**src/ptci_defs.svh**
```systemverilog
// Register offsets, field positions, reset values and timing counts of the pulse-train block.
`ifndef PTCI_DEFS_SVH
`define PTCI_DEFS_SVH

// Printed register indices; the byte address is four times the index.
`define PTCI_IDX_PULSE_COUNT 8'h00
`define PTCI_IDX_STAGED_VALUE 8'h04
`define PTCI_IDX_SELECTOR 8'h08
`define PTCI_IDX_ENABLE 8'h09
`define PTCI_IDX_CONFIG 8'h10
`define PTCI_IDX_STATUS 8'h11
`define PTCI_IDX_MASK 8'h12
`define PTCI_IDX_PROGRESS 8'h13

// Selector field positions and codes, and the enable bit.
`define PTCI_SEL_CODE_MSB 3
`define PTCI_SEL_POLICY_BIT 4
`define PTCI_CODE_IDLE 4'h0
`define PTCI_CODE_PERIOD 4'h1
`define PTCI_CODE_ON_DELAY 4'h2
`define PTCI_CODE_DUTY 4'h4
`define PTCI_ENABLE_BIT 0

// Configuration fields.
`define PTCI_CFG_ROLE_BIT 0
`define PTCI_CFG_FMT_LSB 4
`define PTCI_CFG_FMT_MSB 5

// Status and mask bits.
`define PTCI_ST_LOAD_ERR 0
`define PTCI_ST_VALUE_ERR 1
`define PTCI_ST_DONE 2
`define PTCI_ST_BUSY 8

// Duty-cycle full-scale values for each output format.
`define PTCI_SCALE_ANALOG 16'h6C00
`define PTCI_SCALE_PCT 16'h0064
`define PTCI_SCALE_PERMILLE 16'h03E8
`define PTCI_SCALE_PER10K 16'h2710

// Reset values of the working parameters and the duty format.
`define PTCI_RST_PERIOD 32'h001E8480
`define PTCI_RST_ON_DELAY 32'h00000000
`define PTCI_RST_DUTY 32'h00000032
`define PTCI_RST_FMT 2'h1

// Timing: clock period, one-microsecond time base and input filter time.
`define PTCI_CLK_NS 5
`define PTCI_TICK_NS 1000
`define PTCI_TICK_CYCLES (`PTCI_TICK_NS / `PTCI_CLK_NS)
`define PTCI_FILTER_NS 100000
`define PTCI_FILTER_CYCLES (`PTCI_FILTER_NS / `PTCI_CLK_NS)

`endif

```
**src/ptci_pkg.sv**
```systemverilog
// Types shared by the pulse-train control block.
package ptci_pkg;

  typedef enum logic [1:0] {
    PTCI_IDLE,
    PTCI_DELAY,
    PTCI_TRAIN
  } ptci_state_t;

endpackage

```
**src/ptci_top.sv**
```systemverilog
// Pulse-train channel: APB register file, parameter staging and pulse sequencer.
//
// Overview of operation
// - Period, delay, duty staged via staging word.
// - Undefined selector codes invalid; value not applied.
// - Invalid code: load error or value error.
// - Selector zero ignores staging word.
// - Selector one loads period in microseconds.
// - Two loads on-delay; four loads duty.
// - Policy bit four: single or permanent.
// - Enable bit zero starts and stops sequence.
// - Plain input: rising enable starts, low stops.
// - Gate role: enable permits, filtered pin starts.
// - On-delay precedes first pulse of train.
//
// Decided for this implementation: register access over APB.
`timescale 1ns/1ps
`include "ptci_defs.svh"
module ptci_top #(
  parameter int TICK_CYCLES = `PTCI_TICK_CYCLES,
  parameter int FILTER_CYCLES = `PTCI_FILTER_CYCLES
) (
  // Clock and reset.
  input wire logic pclk,
  input wire logic presetn,
  // APB slave.
  input wire logic psel,
  input wire logic penable,
  input wire logic pwrite,
  input wire logic [11:0] paddr,
  input wire logic [31:0] pwdata,
  output logic [31:0] prdata,
  output logic pready,
  output logic pslverr,
  // Hardware gate input pin.
  input wire logic gate_pin,
  // Pulse output and status.
  output logic pulse_out,
  output logic sequence_active,
  output logic irq
);
  logic [31:0] pulse_count;
  logic [31:0] staged_value;
  logic [4:0] staging_selector;
  logic software_sequence_enable;
  logic input_pin_role;
  logic [1:0] duty_format;
  logic [2:0] status;
  logic [2:0] mask;
  logic [31:0] period_us;
  logic [31:0] on_delay_us;
  logic [31:0] duty;
  logic [31:0] pulses_left;
  logic [31:0] pulses_done;
  logic [31:0] us_count;
  ptci_pkg::ptci_state_t state;
  ptci_pkg::ptci_state_t next_state;
  logic [7:0] index;
  logic mapped;
  logic access;
  logic wr;
  logic sel_written;
  logic enable_prev;
  logic gate_level;
  logic gate_prev;
  logic tick;
  logic start_req;
  logic stop_req;
  logic apply_now;
  logic code_valid;
  logic [3:0] code;
  logic policy;
  logic [15:0] scale;
  logic [47:0] high_limit;
  logic [47:0] phase_scaled;
  logic set_load_err;
  logic set_value_err;
  logic set_done;
  logic [2:0] status_set;
  logic [31:0] read_word;

  assign index = paddr[9:2];
  assign access = psel && penable && pready;
  assign wr = access && pwrite && mapped;
  assign code = staging_selector[`PTCI_SEL_CODE_MSB:0];
  assign policy = staging_selector[`PTCI_SEL_POLICY_BIT];

  always_comb begin
    case (index)
      `PTCI_IDX_PULSE_COUNT, `PTCI_IDX_STAGED_VALUE, `PTCI_IDX_SELECTOR,
      `PTCI_IDX_ENABLE, `PTCI_IDX_CONFIG, `PTCI_IDX_STATUS,
      `PTCI_IDX_MASK, `PTCI_IDX_PROGRESS: mapped = (paddr[11:10] == 2'h0);
      default: mapped = 1'b0;
    endcase
  end

  // Exactly one wait state: pready rises in the second access cycle.
  always_ff @(posedge pclk or negedge presetn) begin
    if (!presetn) begin
      pready <= 1'b0;
      pslverr <= 1'b0;
      prdata <= 32'h00000000;
    end else if (psel && penable && !pready) begin
      pready <= 1'b1;
      pslverr <= !mapped;
      // Refused and write cycles return zero, so no register leaks out on an error.
      prdata <= (pwrite || !mapped) ? 32'h00000000 : read_word;
    end else begin
      pready <= 1'b0;
      pslverr <= 1'b0;
    end
  end

  always_comb begin
    read_word = 32'h00000000;
    case (index)
      `PTCI_IDX_PULSE_COUNT: read_word = pulse_count;
      `PTCI_IDX_STAGED_VALUE: read_word = staged_value;
      `PTCI_IDX_SELECTOR: read_word = {27'h0000000, staging_selector};
      `PTCI_IDX_ENABLE: read_word = {31'h00000000, software_sequence_enable};
      `PTCI_IDX_CONFIG: read_word = {26'h0000000, duty_format, 3'h0, input_pin_role};
      `PTCI_IDX_STATUS: read_word = {23'h000000, sequence_active, 5'h00, status};
      `PTCI_IDX_MASK: read_word = {29'h00000000, mask};
      `PTCI_IDX_PROGRESS: read_word = pulses_done;
      default: read_word = 32'h00000000;
    endcase
  end

  // Software-written registers.
  always_ff @(posedge pclk or negedge presetn) begin
    if (!presetn) begin
      pulse_count <= 32'h00000000;
      staged_value <= 32'h00000000;
      staging_selector <= 5'h00;
      software_sequence_enable <= 1'b0;
      input_pin_role <= 1'b0;
      duty_format <= `PTCI_RST_FMT;
      mask <= 3'h0;
    end else if (wr) begin
      case (index)
        `PTCI_IDX_PULSE_COUNT: pulse_count <= pwdata;
        `PTCI_IDX_STAGED_VALUE: staged_value <= pwdata;
        `PTCI_IDX_SELECTOR: staging_selector <= pwdata[4:0];
        `PTCI_IDX_ENABLE: software_sequence_enable <= pwdata[`PTCI_ENABLE_BIT];
        `PTCI_IDX_CONFIG: begin
          input_pin_role <= pwdata[`PTCI_CFG_ROLE_BIT];
          duty_format <= pwdata[`PTCI_CFG_FMT_MSB:`PTCI_CFG_FMT_LSB];
        end
        `PTCI_IDX_MASK: mask <= pwdata[2:0];
        default: begin
        end
      endcase
    end
  end

  // A single-update load fires once, the cycle after the selector is written.
  always_ff @(posedge pclk or negedge presetn) begin
    if (!presetn) begin
      sel_written <= 1'b0;
    end else begin
      sel_written <= wr && (index == `PTCI_IDX_SELECTOR);
    end
  end

  always_comb begin
    case (code)
      `PTCI_CODE_PERIOD, `PTCI_CODE_ON_DELAY, `PTCI_CODE_DUTY: code_valid = 1'b1;
      default: code_valid = 1'b0;
    endcase
  end

  // Permanent policy tracks the staging word every cycle.
  assign apply_now = policy ? 1'b1 : sel_written;
  assign set_load_err = apply_now && !policy && !code_valid &&
    (code != `PTCI_CODE_IDLE);
  assign set_value_err = apply_now && policy && !code_valid &&
    (code != `PTCI_CODE_IDLE);

  // Working parameters; an idle or invalid code leaves them untouched.
  always_ff @(posedge pclk or negedge presetn) begin
    if (!presetn) begin
      period_us <= `PTCI_RST_PERIOD;
      on_delay_us <= `PTCI_RST_ON_DELAY;
      duty <= `PTCI_RST_DUTY;
    end else if (apply_now && code_valid) begin
      case (code)
        `PTCI_CODE_PERIOD: period_us <= staged_value;
        `PTCI_CODE_ON_DELAY: on_delay_us <= staged_value;
        `PTCI_CODE_DUTY: duty <= staged_value;
        default: begin
        end
      endcase
    end
  end

  always_comb begin
    case (duty_format)
      2'h0: scale = `PTCI_SCALE_ANALOG;
      2'h1: scale = `PTCI_SCALE_PCT;
      2'h2: scale = `PTCI_SCALE_PERMILLE;
      default: scale = `PTCI_SCALE_PER10K;
    endcase
  end

  ptci_filter #(
    .CYCLES(FILTER_CYCLES)
  ) u_filter (
    .pclk(pclk),
    .presetn(presetn),
    .pin(gate_pin),
    .level(gate_level)
  );

  always_ff @(posedge pclk or negedge presetn) begin
    if (!presetn) begin
      enable_prev <= 1'b0;
      gate_prev <= 1'b0;
    end else begin
      enable_prev <= software_sequence_enable;
      gate_prev <= gate_level;
    end
  end

  // Plain role starts on the enable edge; gate role starts on the pin edge.
  assign start_req = input_pin_role ?
    (software_sequence_enable && gate_level && !gate_prev) :
    (software_sequence_enable && !enable_prev);
  assign stop_req = !software_sequence_enable;

  ptci_tick #(
    .DIV(TICK_CYCLES)
  ) u_tick (
    .pclk(pclk),
    .presetn(presetn),
    .restart(start_req && (state == ptci_pkg::PTCI_IDLE)),
    .tick(tick)
  );

  // Duty clamps at full scale because the limit never exceeds period times scale.
  assign high_limit = (duty > {16'h0000, scale}) ?
    (48'(period_us) * 48'(scale)) : (48'(period_us) * 48'(duty[15:0]));
  assign phase_scaled = 48'(us_count) * 48'(scale);

  always_comb begin
    next_state = state;
    set_done = 1'b0;
    case (state)
      ptci_pkg::PTCI_IDLE: begin
        if (start_req) begin
          next_state = ptci_pkg::PTCI_DELAY;
        end
      end
      ptci_pkg::PTCI_DELAY: begin
        if (stop_req) begin
          next_state = ptci_pkg::PTCI_IDLE;
        end else if (tick && (us_count >= on_delay_us)) begin
          next_state = (pulse_count == 32'h00000000) ?
            ptci_pkg::PTCI_IDLE : ptci_pkg::PTCI_TRAIN;
          set_done = (pulse_count == 32'h00000000);
        end
      end
      ptci_pkg::PTCI_TRAIN: begin
        if (stop_req) begin
          next_state = ptci_pkg::PTCI_IDLE;
        end else if (tick && (us_count + 32'h00000001 >= period_us) &&
            (pulses_left == 32'h00000001)) begin
          next_state = ptci_pkg::PTCI_IDLE;
          set_done = 1'b1;
        end
      end
      default: next_state = ptci_pkg::PTCI_IDLE;
    endcase
  end

  always_ff @(posedge pclk or negedge presetn) begin
    if (!presetn) begin
      state <= ptci_pkg::PTCI_IDLE;
    end else begin
      state <= next_state;
    end
  end

  // Time and pulse counters of the running sequence.
  always_ff @(posedge pclk or negedge presetn) begin
    if (!presetn) begin
      us_count <= 32'h00000000;
      pulses_left <= 32'h00000000;
      pulses_done <= 32'h00000000;
    end else if (state == ptci_pkg::PTCI_IDLE) begin
      us_count <= 32'h00000000;
      if (start_req) begin
        pulses_done <= 32'h00000000;
      end
    end else if (state == ptci_pkg::PTCI_DELAY) begin
      if (tick && (us_count >= on_delay_us)) begin
        us_count <= 32'h00000000;
        pulses_left <= pulse_count;
      end else if (tick) begin
        us_count <= us_count + 32'h00000001;
      end
    end else if (tick) begin
      if (us_count + 32'h00000001 >= period_us) begin
        us_count <= 32'h00000000;
        pulses_left <= pulses_left - 32'h00000001;
        pulses_done <= pulses_done + 32'h00000001;
      end else begin
        us_count <= us_count + 32'h00000001;
      end
    end
  end

  // Output is high for the duty share of each period and low outside the train.
  always_ff @(posedge pclk or negedge presetn) begin
    if (!presetn) begin
      pulse_out <= 1'b0;
      sequence_active <= 1'b0;
    end else begin
      pulse_out <= (next_state == ptci_pkg::PTCI_TRAIN) &&
        (state == ptci_pkg::PTCI_TRAIN) && (phase_scaled < high_limit);
      sequence_active <= (next_state != ptci_pkg::PTCI_IDLE);
    end
  end

  // Sticky status, write one to clear; a new event wins over a clear.
  assign status_set = {set_done, set_value_err, set_load_err};

  always_ff @(posedge pclk or negedge presetn) begin
    if (!presetn) begin
      status <= 3'h0;
    end else if (wr && (index == `PTCI_IDX_STATUS)) begin
      status <= (status & ~pwdata[2:0]) | status_set;
    end else begin
      status <= status | status_set;
    end
  end

  always_ff @(posedge pclk or negedge presetn) begin
    if (!presetn) begin
      irq <= 1'b0;
    end else begin
      irq <= |(status & mask);
    end
  end

endmodule // ptci_top

```
**src/ptci_tick.sv**
```systemverilog
// One-cycle enable pulse every DIV clocks, restartable to align the time base.
`timescale 1ns/1ps
module ptci_tick #(
  parameter int DIV = 200
) (
  // Clock and reset.
  input wire logic pclk,
  input wire logic presetn,
  // Control and output.
  input wire logic restart,
  output logic tick
);
  logic [15:0] count;

  always_ff @(posedge pclk or negedge presetn) begin
    if (!presetn) begin
      count <= 16'h0000;
      tick <= 1'b0;
    end else if (restart) begin
      count <= 16'h0000;
      tick <= 1'b0;
    end else if (count == 16'(DIV - 1)) begin
      count <= 16'h0000;
      tick <= 1'b1;
    end else begin
      count <= count + 16'h0001;
      tick <= 1'b0;
    end
  end
endmodule // ptci_tick

```
**src/ptci_filter.sv**
```systemverilog
// Two-flop synchroniser and stability filter for the external input pin.
`timescale 1ns/1ps
module ptci_filter #(
  parameter int CYCLES = 20000
) (
  // Clock and reset.
  input wire logic pclk,
  input wire logic presetn,
  // Pin and filtered level.
  input wire logic pin,
  output logic level
);
  logic meta;
  logic sync;
  logic [23:0] stable;

  always_ff @(posedge pclk or negedge presetn) begin
    if (!presetn) begin
      meta <= 1'b0;
      sync <= 1'b0;
    end else begin
      meta <= pin;
      sync <= meta;
    end
  end

  // The level only follows the pin after it has held for the full filter time.
  always_ff @(posedge pclk or negedge presetn) begin
    if (!presetn) begin
      stable <= 24'h000000;
      level <= 1'b0;
    end else if (sync == level) begin
      stable <= 24'h000000;
    end else if (stable >= 24'(CYCLES - 1)) begin
      stable <= 24'h000000;
      level <= sync;
    end else begin
      stable <= stable + 24'h000001;
    end
  end
endmodule // ptci_filter

```
**config.mk**
```make
export PLATFORM = sky130hd
export DESIGN_NAME = ptci_top
export DESIGN_NICKNAME = d
export VERILOG_FILES = /design/src/ptci_pkg.sv /design/src/ptci_top.sv /design/src/ptci_tick.sv /design/src/ptci_filter.sv
export VERILOG_INCLUDE_DIRS = /design/src
export SDC_FILE = /design/constraint.sdc
export NUM_CORES = 2
export LEC_CHECK = 0
export ABC_AREA = 1
export BUFFER_PORTS_ARGS = -buffer_cell sky130_fd_sc_hd__buf_4
export CORE_AREA = 3 3 315 317
export DETAILED_ROUTE_END_ITERATION = 6
export DIE_AREA = 0 0 318 320
export GPL_TIMING_DRIVEN = 0
export PLACE_DENSITY_LB_ADDON = 0.3
export SLEW_MARGIN = 15
export SYNTH_ARGS = -nofsm -noshare
export SYNTH_HDL_FRONTEND = slang
export SYNTH_SLANG_ARGS = --single-unit
```
**constraint.sdc**
```tcl
create_clock -name pclk -period 10 [get_ports pclk]
set_input_delay 1 -clock pclk [delete_from_list [all_inputs] [get_ports pclk]]
set_output_delay 1 -clock pclk [all_outputs]
set_load 0.01 [all_outputs]
```
Word-level counts from Yosys, hierarchy flattened. Cells that the tools add are included.

Register bits after elaboration: 357. Input port bits: 50. Output and inout port bits: 37. Word-level logic and storage cells: 174.

$add $sub $neg: 5. $mul: 3. Magnitude comparators: 5. Equality and inequality tests: 21. Mux-type cells: 44. Bitwise gates (word level): 7. Reductions and logical operators: 59.

Operators with widths (count): 32-bit two-way mux (16); 32-bit case mux with 8 select lines (1); 32-bit by 16-bit multiplier with 48-bit output (3); 32-bit by 1-bit adder with 32-bit output (second input constant) (2); 32-bit greater-or-equal comparator (2); 48-bit < comparator (1); 24-bit two-way mux (2); 48-bit two-way mux (1); 15-bit case mux with 3 select lines (1); 32-bit by 1-bit == test with 1-bit output (second input constant) (1); 8-bit by 5-bit == test with 1-bit output (second input constant) (4); 32-bit by 16-bit greater-than comparator with 1-bit output (1); 32-bit logical NOT (1); 16-bit two-way mux (2); 32-bit by 1-bit subtractor with 32-bit output (second input constant) (1); 24-bit by 1-bit adder with 24-bit output (second input constant) (1); 24-bit by 15-bit greater-or-equal comparator with 1-bit output (second input constant) (1); 1-bit logical AND (23); 2-bit AND reduction (11); 16-bit by 1-bit adder with 16-bit output (second input constant) (1); 16-bit by 8-bit == test with 1-bit output (second input constant) (1); 8-bit by 4-bit == test with 1-bit output (second input constant) (2); 1-bit two-way mux (12); 2-bit two-way mux (6); other kinds (26) (47).

Depth between registers and ports, before layout.
Depth after elaboration: 10. Depth in mapped cells: 41. Gate-level depth less buffers: 39.

Hierarchy. From an unflattened synthesis, not the netlist that was laid out.

Cells, all modules: 8075. Area total of the unflattened synthesis: 63014.2 µm².

Modules (own cells, without submodules): ptci_top (instances 1, cells an instance 7815, area an instance 60900.9 µm², sequential area each 7846.3 µm²); ptci_filter (instances 1, cells an instance 130, area an instance 1186.1 µm², sequential area each 675.6 µm²); ptci_tick (instances 1, cells an instance 130, area an instance 927.1 µm², sequential area each 425.4 µm²).

Least setup slack after synthesis. Ideal clock, no wire load.

Path type: reg-to-reg. Start: register duty_format[1]. End: register pulse_out. Setup time: 114 ps. Arrival time: 7256 ps. Data required time: 9886 ps. Path slack: 2629 ps. Cell stages (with the launch flop): 37. Buffers on the path: 3. Period minus slack after synthesis: 7371 ps. Path through: dfrtp_1 clkbuf_1 inv_1 ha_1 clkbuf_1 clkbuf_1 nand2_1 inv_1 fa_1 fa_1 fa_1 inv_1 fa_1 fa_1 inv_1 ha_1 ha_1 a21oi_1 nand2_1 a21oi_2 o21ai_2 a21boi_1 o21ai_0 nand2_1 nand2_1 nand2_1 nand2_1 nand2_1 nand2_1 ha_1 nand4_1 nor2_1 nand2_1 nor4_1 nand2_1 nand2_1 nor2_1.

Word-level cells in the longest chain between the ends: 6. Elaborated cells between the ends (all ways): 10. Those cells by class: mul (2); order compare (2); eq/ne (2); mux (2); reduce/logical (2).

Ends and longest elaborated chain: from (decl) (RTL line ptci_top.sv:47) `logic [1:0] duty_format;`; from (signal assigned) (RTL line ptci_top.sv:137) `` duty_format <= `PTCI_RST_FMT; ``; from (signal assigned) (RTL line ptci_top.sv:147) `` duty_format <= pwdata[`PTCI_CFG_FMT_MSB:`PTCI_CFG_FMT_LSB]; ``; 2-bit == test, or another cell as far along (RTL line ptci_top.sv:197) `case (duty_format)`; 15-bit case mux with 3 select lines * (RTL line ptci_top.sv:197); 32-bit by 16-bit multiplier with 48-bit output / 32-bit by 16-bit greater-than comparator with 1-bit output (equally long branches) (RTL line ptci_top.sv:241, ptci_top.sv:240); 48-bit two-way mux (RTL line ptci_top.sv:240) `assign high_limit = (duty > {16'h0000, scale}) ?`; 48-bit < comparator * (RTL line ptci_top.sv:319) `(state == ptci_pkg::PTCI_TRAIN) && (phase_scaled < high_limit);`; 1-bit logical AND * (RTL line ptci_top.sv:319); to (signal assigned) (RTL line ptci_top.sv:318) `pulse_out <= (next_state == ptci_pkg::PTCI_TRAIN) &&`; to (decl) (RTL line ptci_top.sv:38) `output logic pulse_out,`.

Mark *: on every way between the ends. The rest lies on a longest branch, timed or not. A chain may end at the register's enable or synchronous reset.

Worst setup path in the final report. Ends and elaborated chain as after synthesis.

==> results.toml <==
[status]
status = "completed"

[pwr]
p_int_mw = 2.29
pwr-share-seq_pct = 47.6
p_switching_uw = 780
power_density_nw_per_um2 = 46.3
power_frac_comb_pct = 7.5
leakage_nw = 38.8
ir_worst_vdd_mv = 0.171
switching_share_pct = 25.4
clkPwrFrac_pct = 44.9

[logic_synthesis]
syn-instance-count = 7998
yosysMostFrequentCell = "inv_1"
synthArstFlopShare_pct = 100
syn_area_per_cell_um2 = 7.84
ys_types = 71
synth_top_cell_by_area = "fa_1"
synth.top_cells.by_count = "inv_1, nand2_1, fa_1"
ys.flop_type = "dfrtp_1"
synth_seq_cells = 357
yosysWarnings = 0
ys_seq_area_share_pct = 14.3
yosys-top-cells-area = "fa_1, dfrtp_1, inv_1, ha_1, nand2_1"
synth_top_area_share_pct = 32.4
netlist_area_um2 = 62700
synth_edf_count = 0

[place]
dp.cells = 9370
place_ws_ns = -1.07
numPortBuffers = 84
dpl_cell_area_um2 = 65100
gp_congestion = 1.04
post-dp-hpwl_um = 183000

[critical_path]
reg2reg_slack_ns = 0.18
cp.arrival_ns = 10.33
crit_slowest_cell = "fa_1"
r2r_cells = 33
r2r_start = "duty_format[1]"
required_ns = 10.50
critical_path_class = "register to register"
critPathMaxFanout = 10
crit_path_frequent_cell = "nand2_1"
startpoint_type = "register"
max_stage_delay_ns = 0.57
reg2reg_to = "pulse_out"
critPathCaptureType = "register"

[grt]
grt_start_max_net_pins = 105
antenna_found_initial = 4
grt_pass1_wl_um = 332000
grt_use_total_pct = 43.3
grt_pass1_vias = 55946
grt_overflow = 0

[layout]
layout-drive-gt1-share_pct = 3.77
layout.nets = 9774
fill_cells = 8250
stdcell_count = 9431
final_area_um2 = 66300
final-seq-area_um2 = 8950
multi_input_area_um2 = 44900
syn_to_final_growth_pct = 5.74

[die]
ioPinCount = 87
die_w_um = 318
dieArea_um2 = 102000
start_util_pct = 64.9
core_area_um2 = 96600
die_h_um = 320
rows = 114

[clock_network]
clkSinkCount = 357
cts_tree = "done"
cts-root-buf = "clkbuf_16"
cts_buffers = 31
cts_buffer_depth = 3
clkSlewWorstSetupHoldPaths_ns = 0.08
clock_latency_ns = 0.61
htree_levels = 1

[sta]
fmax_mhz = 102
fin_crit_sh_pct = 98.2
finalHoldViolations = 0
slew_headroom_pct = 19.1
setup_viol = 0
setup_ws_ns = 0.178
slew_viol_final = 0
timing.hold.ws_ns = 0.229
rsz0062_at_grt = "false"
min_period_ns = 9.82
tightest_slew_ns = 1.21
fin_skew_ns = 0.0169

[route]
ant_nets = 0
route.vias.total = 54582
drt_iter0_markers = 5703
wl_per_cell_um = 23.0
first_pass_iters = 6
post-route-drc-count = 0
vias_per_cell = 5.79
drt_wl_total_um = 217000

[flow_run]
drv_cap = 0

[hold_path]
hp-class = "primary input to async pin"
cell usage in the layout (no fill, tap or decap), types with 33 or more instances in the layout:
cell type | netlist | layout
nor3_1 | 75 | 75
nor2_1 | 420 | 419
o21ai_1 | 77 | 79
a21oi_1 | 271 | 270
o22ai_1 | 42 | 42
dfrtp_1 | 346 | 345
nand2_1 | 1754 | 1754
clkbuf_1 | 219 | 212
fa_1 | 1016 | 1016
inv_1 | 2042 | 2042
ha_1 | 580 | 580
xor2_1 | 85 | 85
nand3_1 | 182 | 182
xnor2_1 | 33 | 33
buf_4 | 13 | 97
a31oi_1 | 47 | 47
nor4_1 | 41 | 40
nand4_1 | 65 | 65
o21ai_0 | 379 | 377
logic make-up after synthesis:
family	share of synthesized area, %
compound gates	8.63
xor+xnor	1.65
fa+ha+maj	44.0
buf+inv	14.2
flops	14.3
mux	0.0339
other cells	0.00598
simple gates	17.2
per-layer routing:
layer / track usage, % / part of all wire (%) / vias up
met3: 12.2 / 12 / 730
li1: - / - / 24365
met5: 0 / 0.022 / -
met2: 65.5 / 43 / 3125
met4: 26.8 / 8.0 / 6
met1: 55.3 / 37 / 26356
per-stage QoR:
stage                     power (mW)  TNS (ns)  util [%]
after CTS                       3.07         0      68.6
after floorplan                 1.59         0         -
after detailed placement        1.71     -1.07      67.4
after global placement          1.70    -0.993      67.3
final                           3.07         0      68.7
after global routing            3.14         0      68.7
power groups by stage:
stage | sequential, mW | combinational [mW] | clock [mW]
finish | 1.46 | 0.230 | 1.38
global route | 1.46 | 0.251 | 1.43
CTS | 1.46 | 0.226 | 1.39
detailed placement | 1.49 | 0.225 | 0
global placement | 1.49 | 0.216 | 0
floorplan | 1.49 | 0.107 | 0
worst max-delay path by stage:
stage / to / start / cells after the start
6_report: pulse_out / duty_format[1] / 33
5_1_grt: pulse_out / duty_format[1] / 36
4_1_cts: pulse_out / duty_format[1] / 31
3_5_place_dp: pulse_out / duty_format[1] / 33
3_3_place_gp: pulse_out / duty_format[1] / 33
2_1_floorplan: pulse_out / duty_format[1] / 36
final cells by class:
cell class	instances	area share [%]
antenna	2	0.00755
buffer	287	1.90
clock buffer	41	1.27
clock inverter	17	0.449
inverter	2056	11.6
multi-input combinational	5306	67.7
sequential	357	13.5
tap	1276	2.41
timing repair buffer	89	1.14
flip-flops by register name (all words and copies together) (netlist names), 2 cells and up:
register / count
pulse_count: 32
pulses_done: 32
staging_selector: 5
duty: 32
state: 2
staged_value: 32
pulses_left: 32
mask: 3
period_us: 32
u_tick.count: 16
duty_format: 2
status: 3
on_delay_us: 32
us_count: 32
u_filter.stable: 24
prdata: 32
what timing repair did:
item	in CTS	in global routing
gates resized for setup	17	31
endpoints found under the setup margin	1	1
buffers inserted	0	1
hold buffers	0	0
gates cloned	0	0
worst max-delay path: cells and delay by family (launching register included):
kind	cells	cell delay, ns
AO/OA/AOI/OAI	5	1.25
XOR/XNOR	1	0.17
adder cells (fa/ha/maj)	9	4.06
buffers and inverters	5	1.59
flip-flops	1	0.54
AND/OR/NAND/NOR	13	2.07
(Power assumes the default switching activity.)
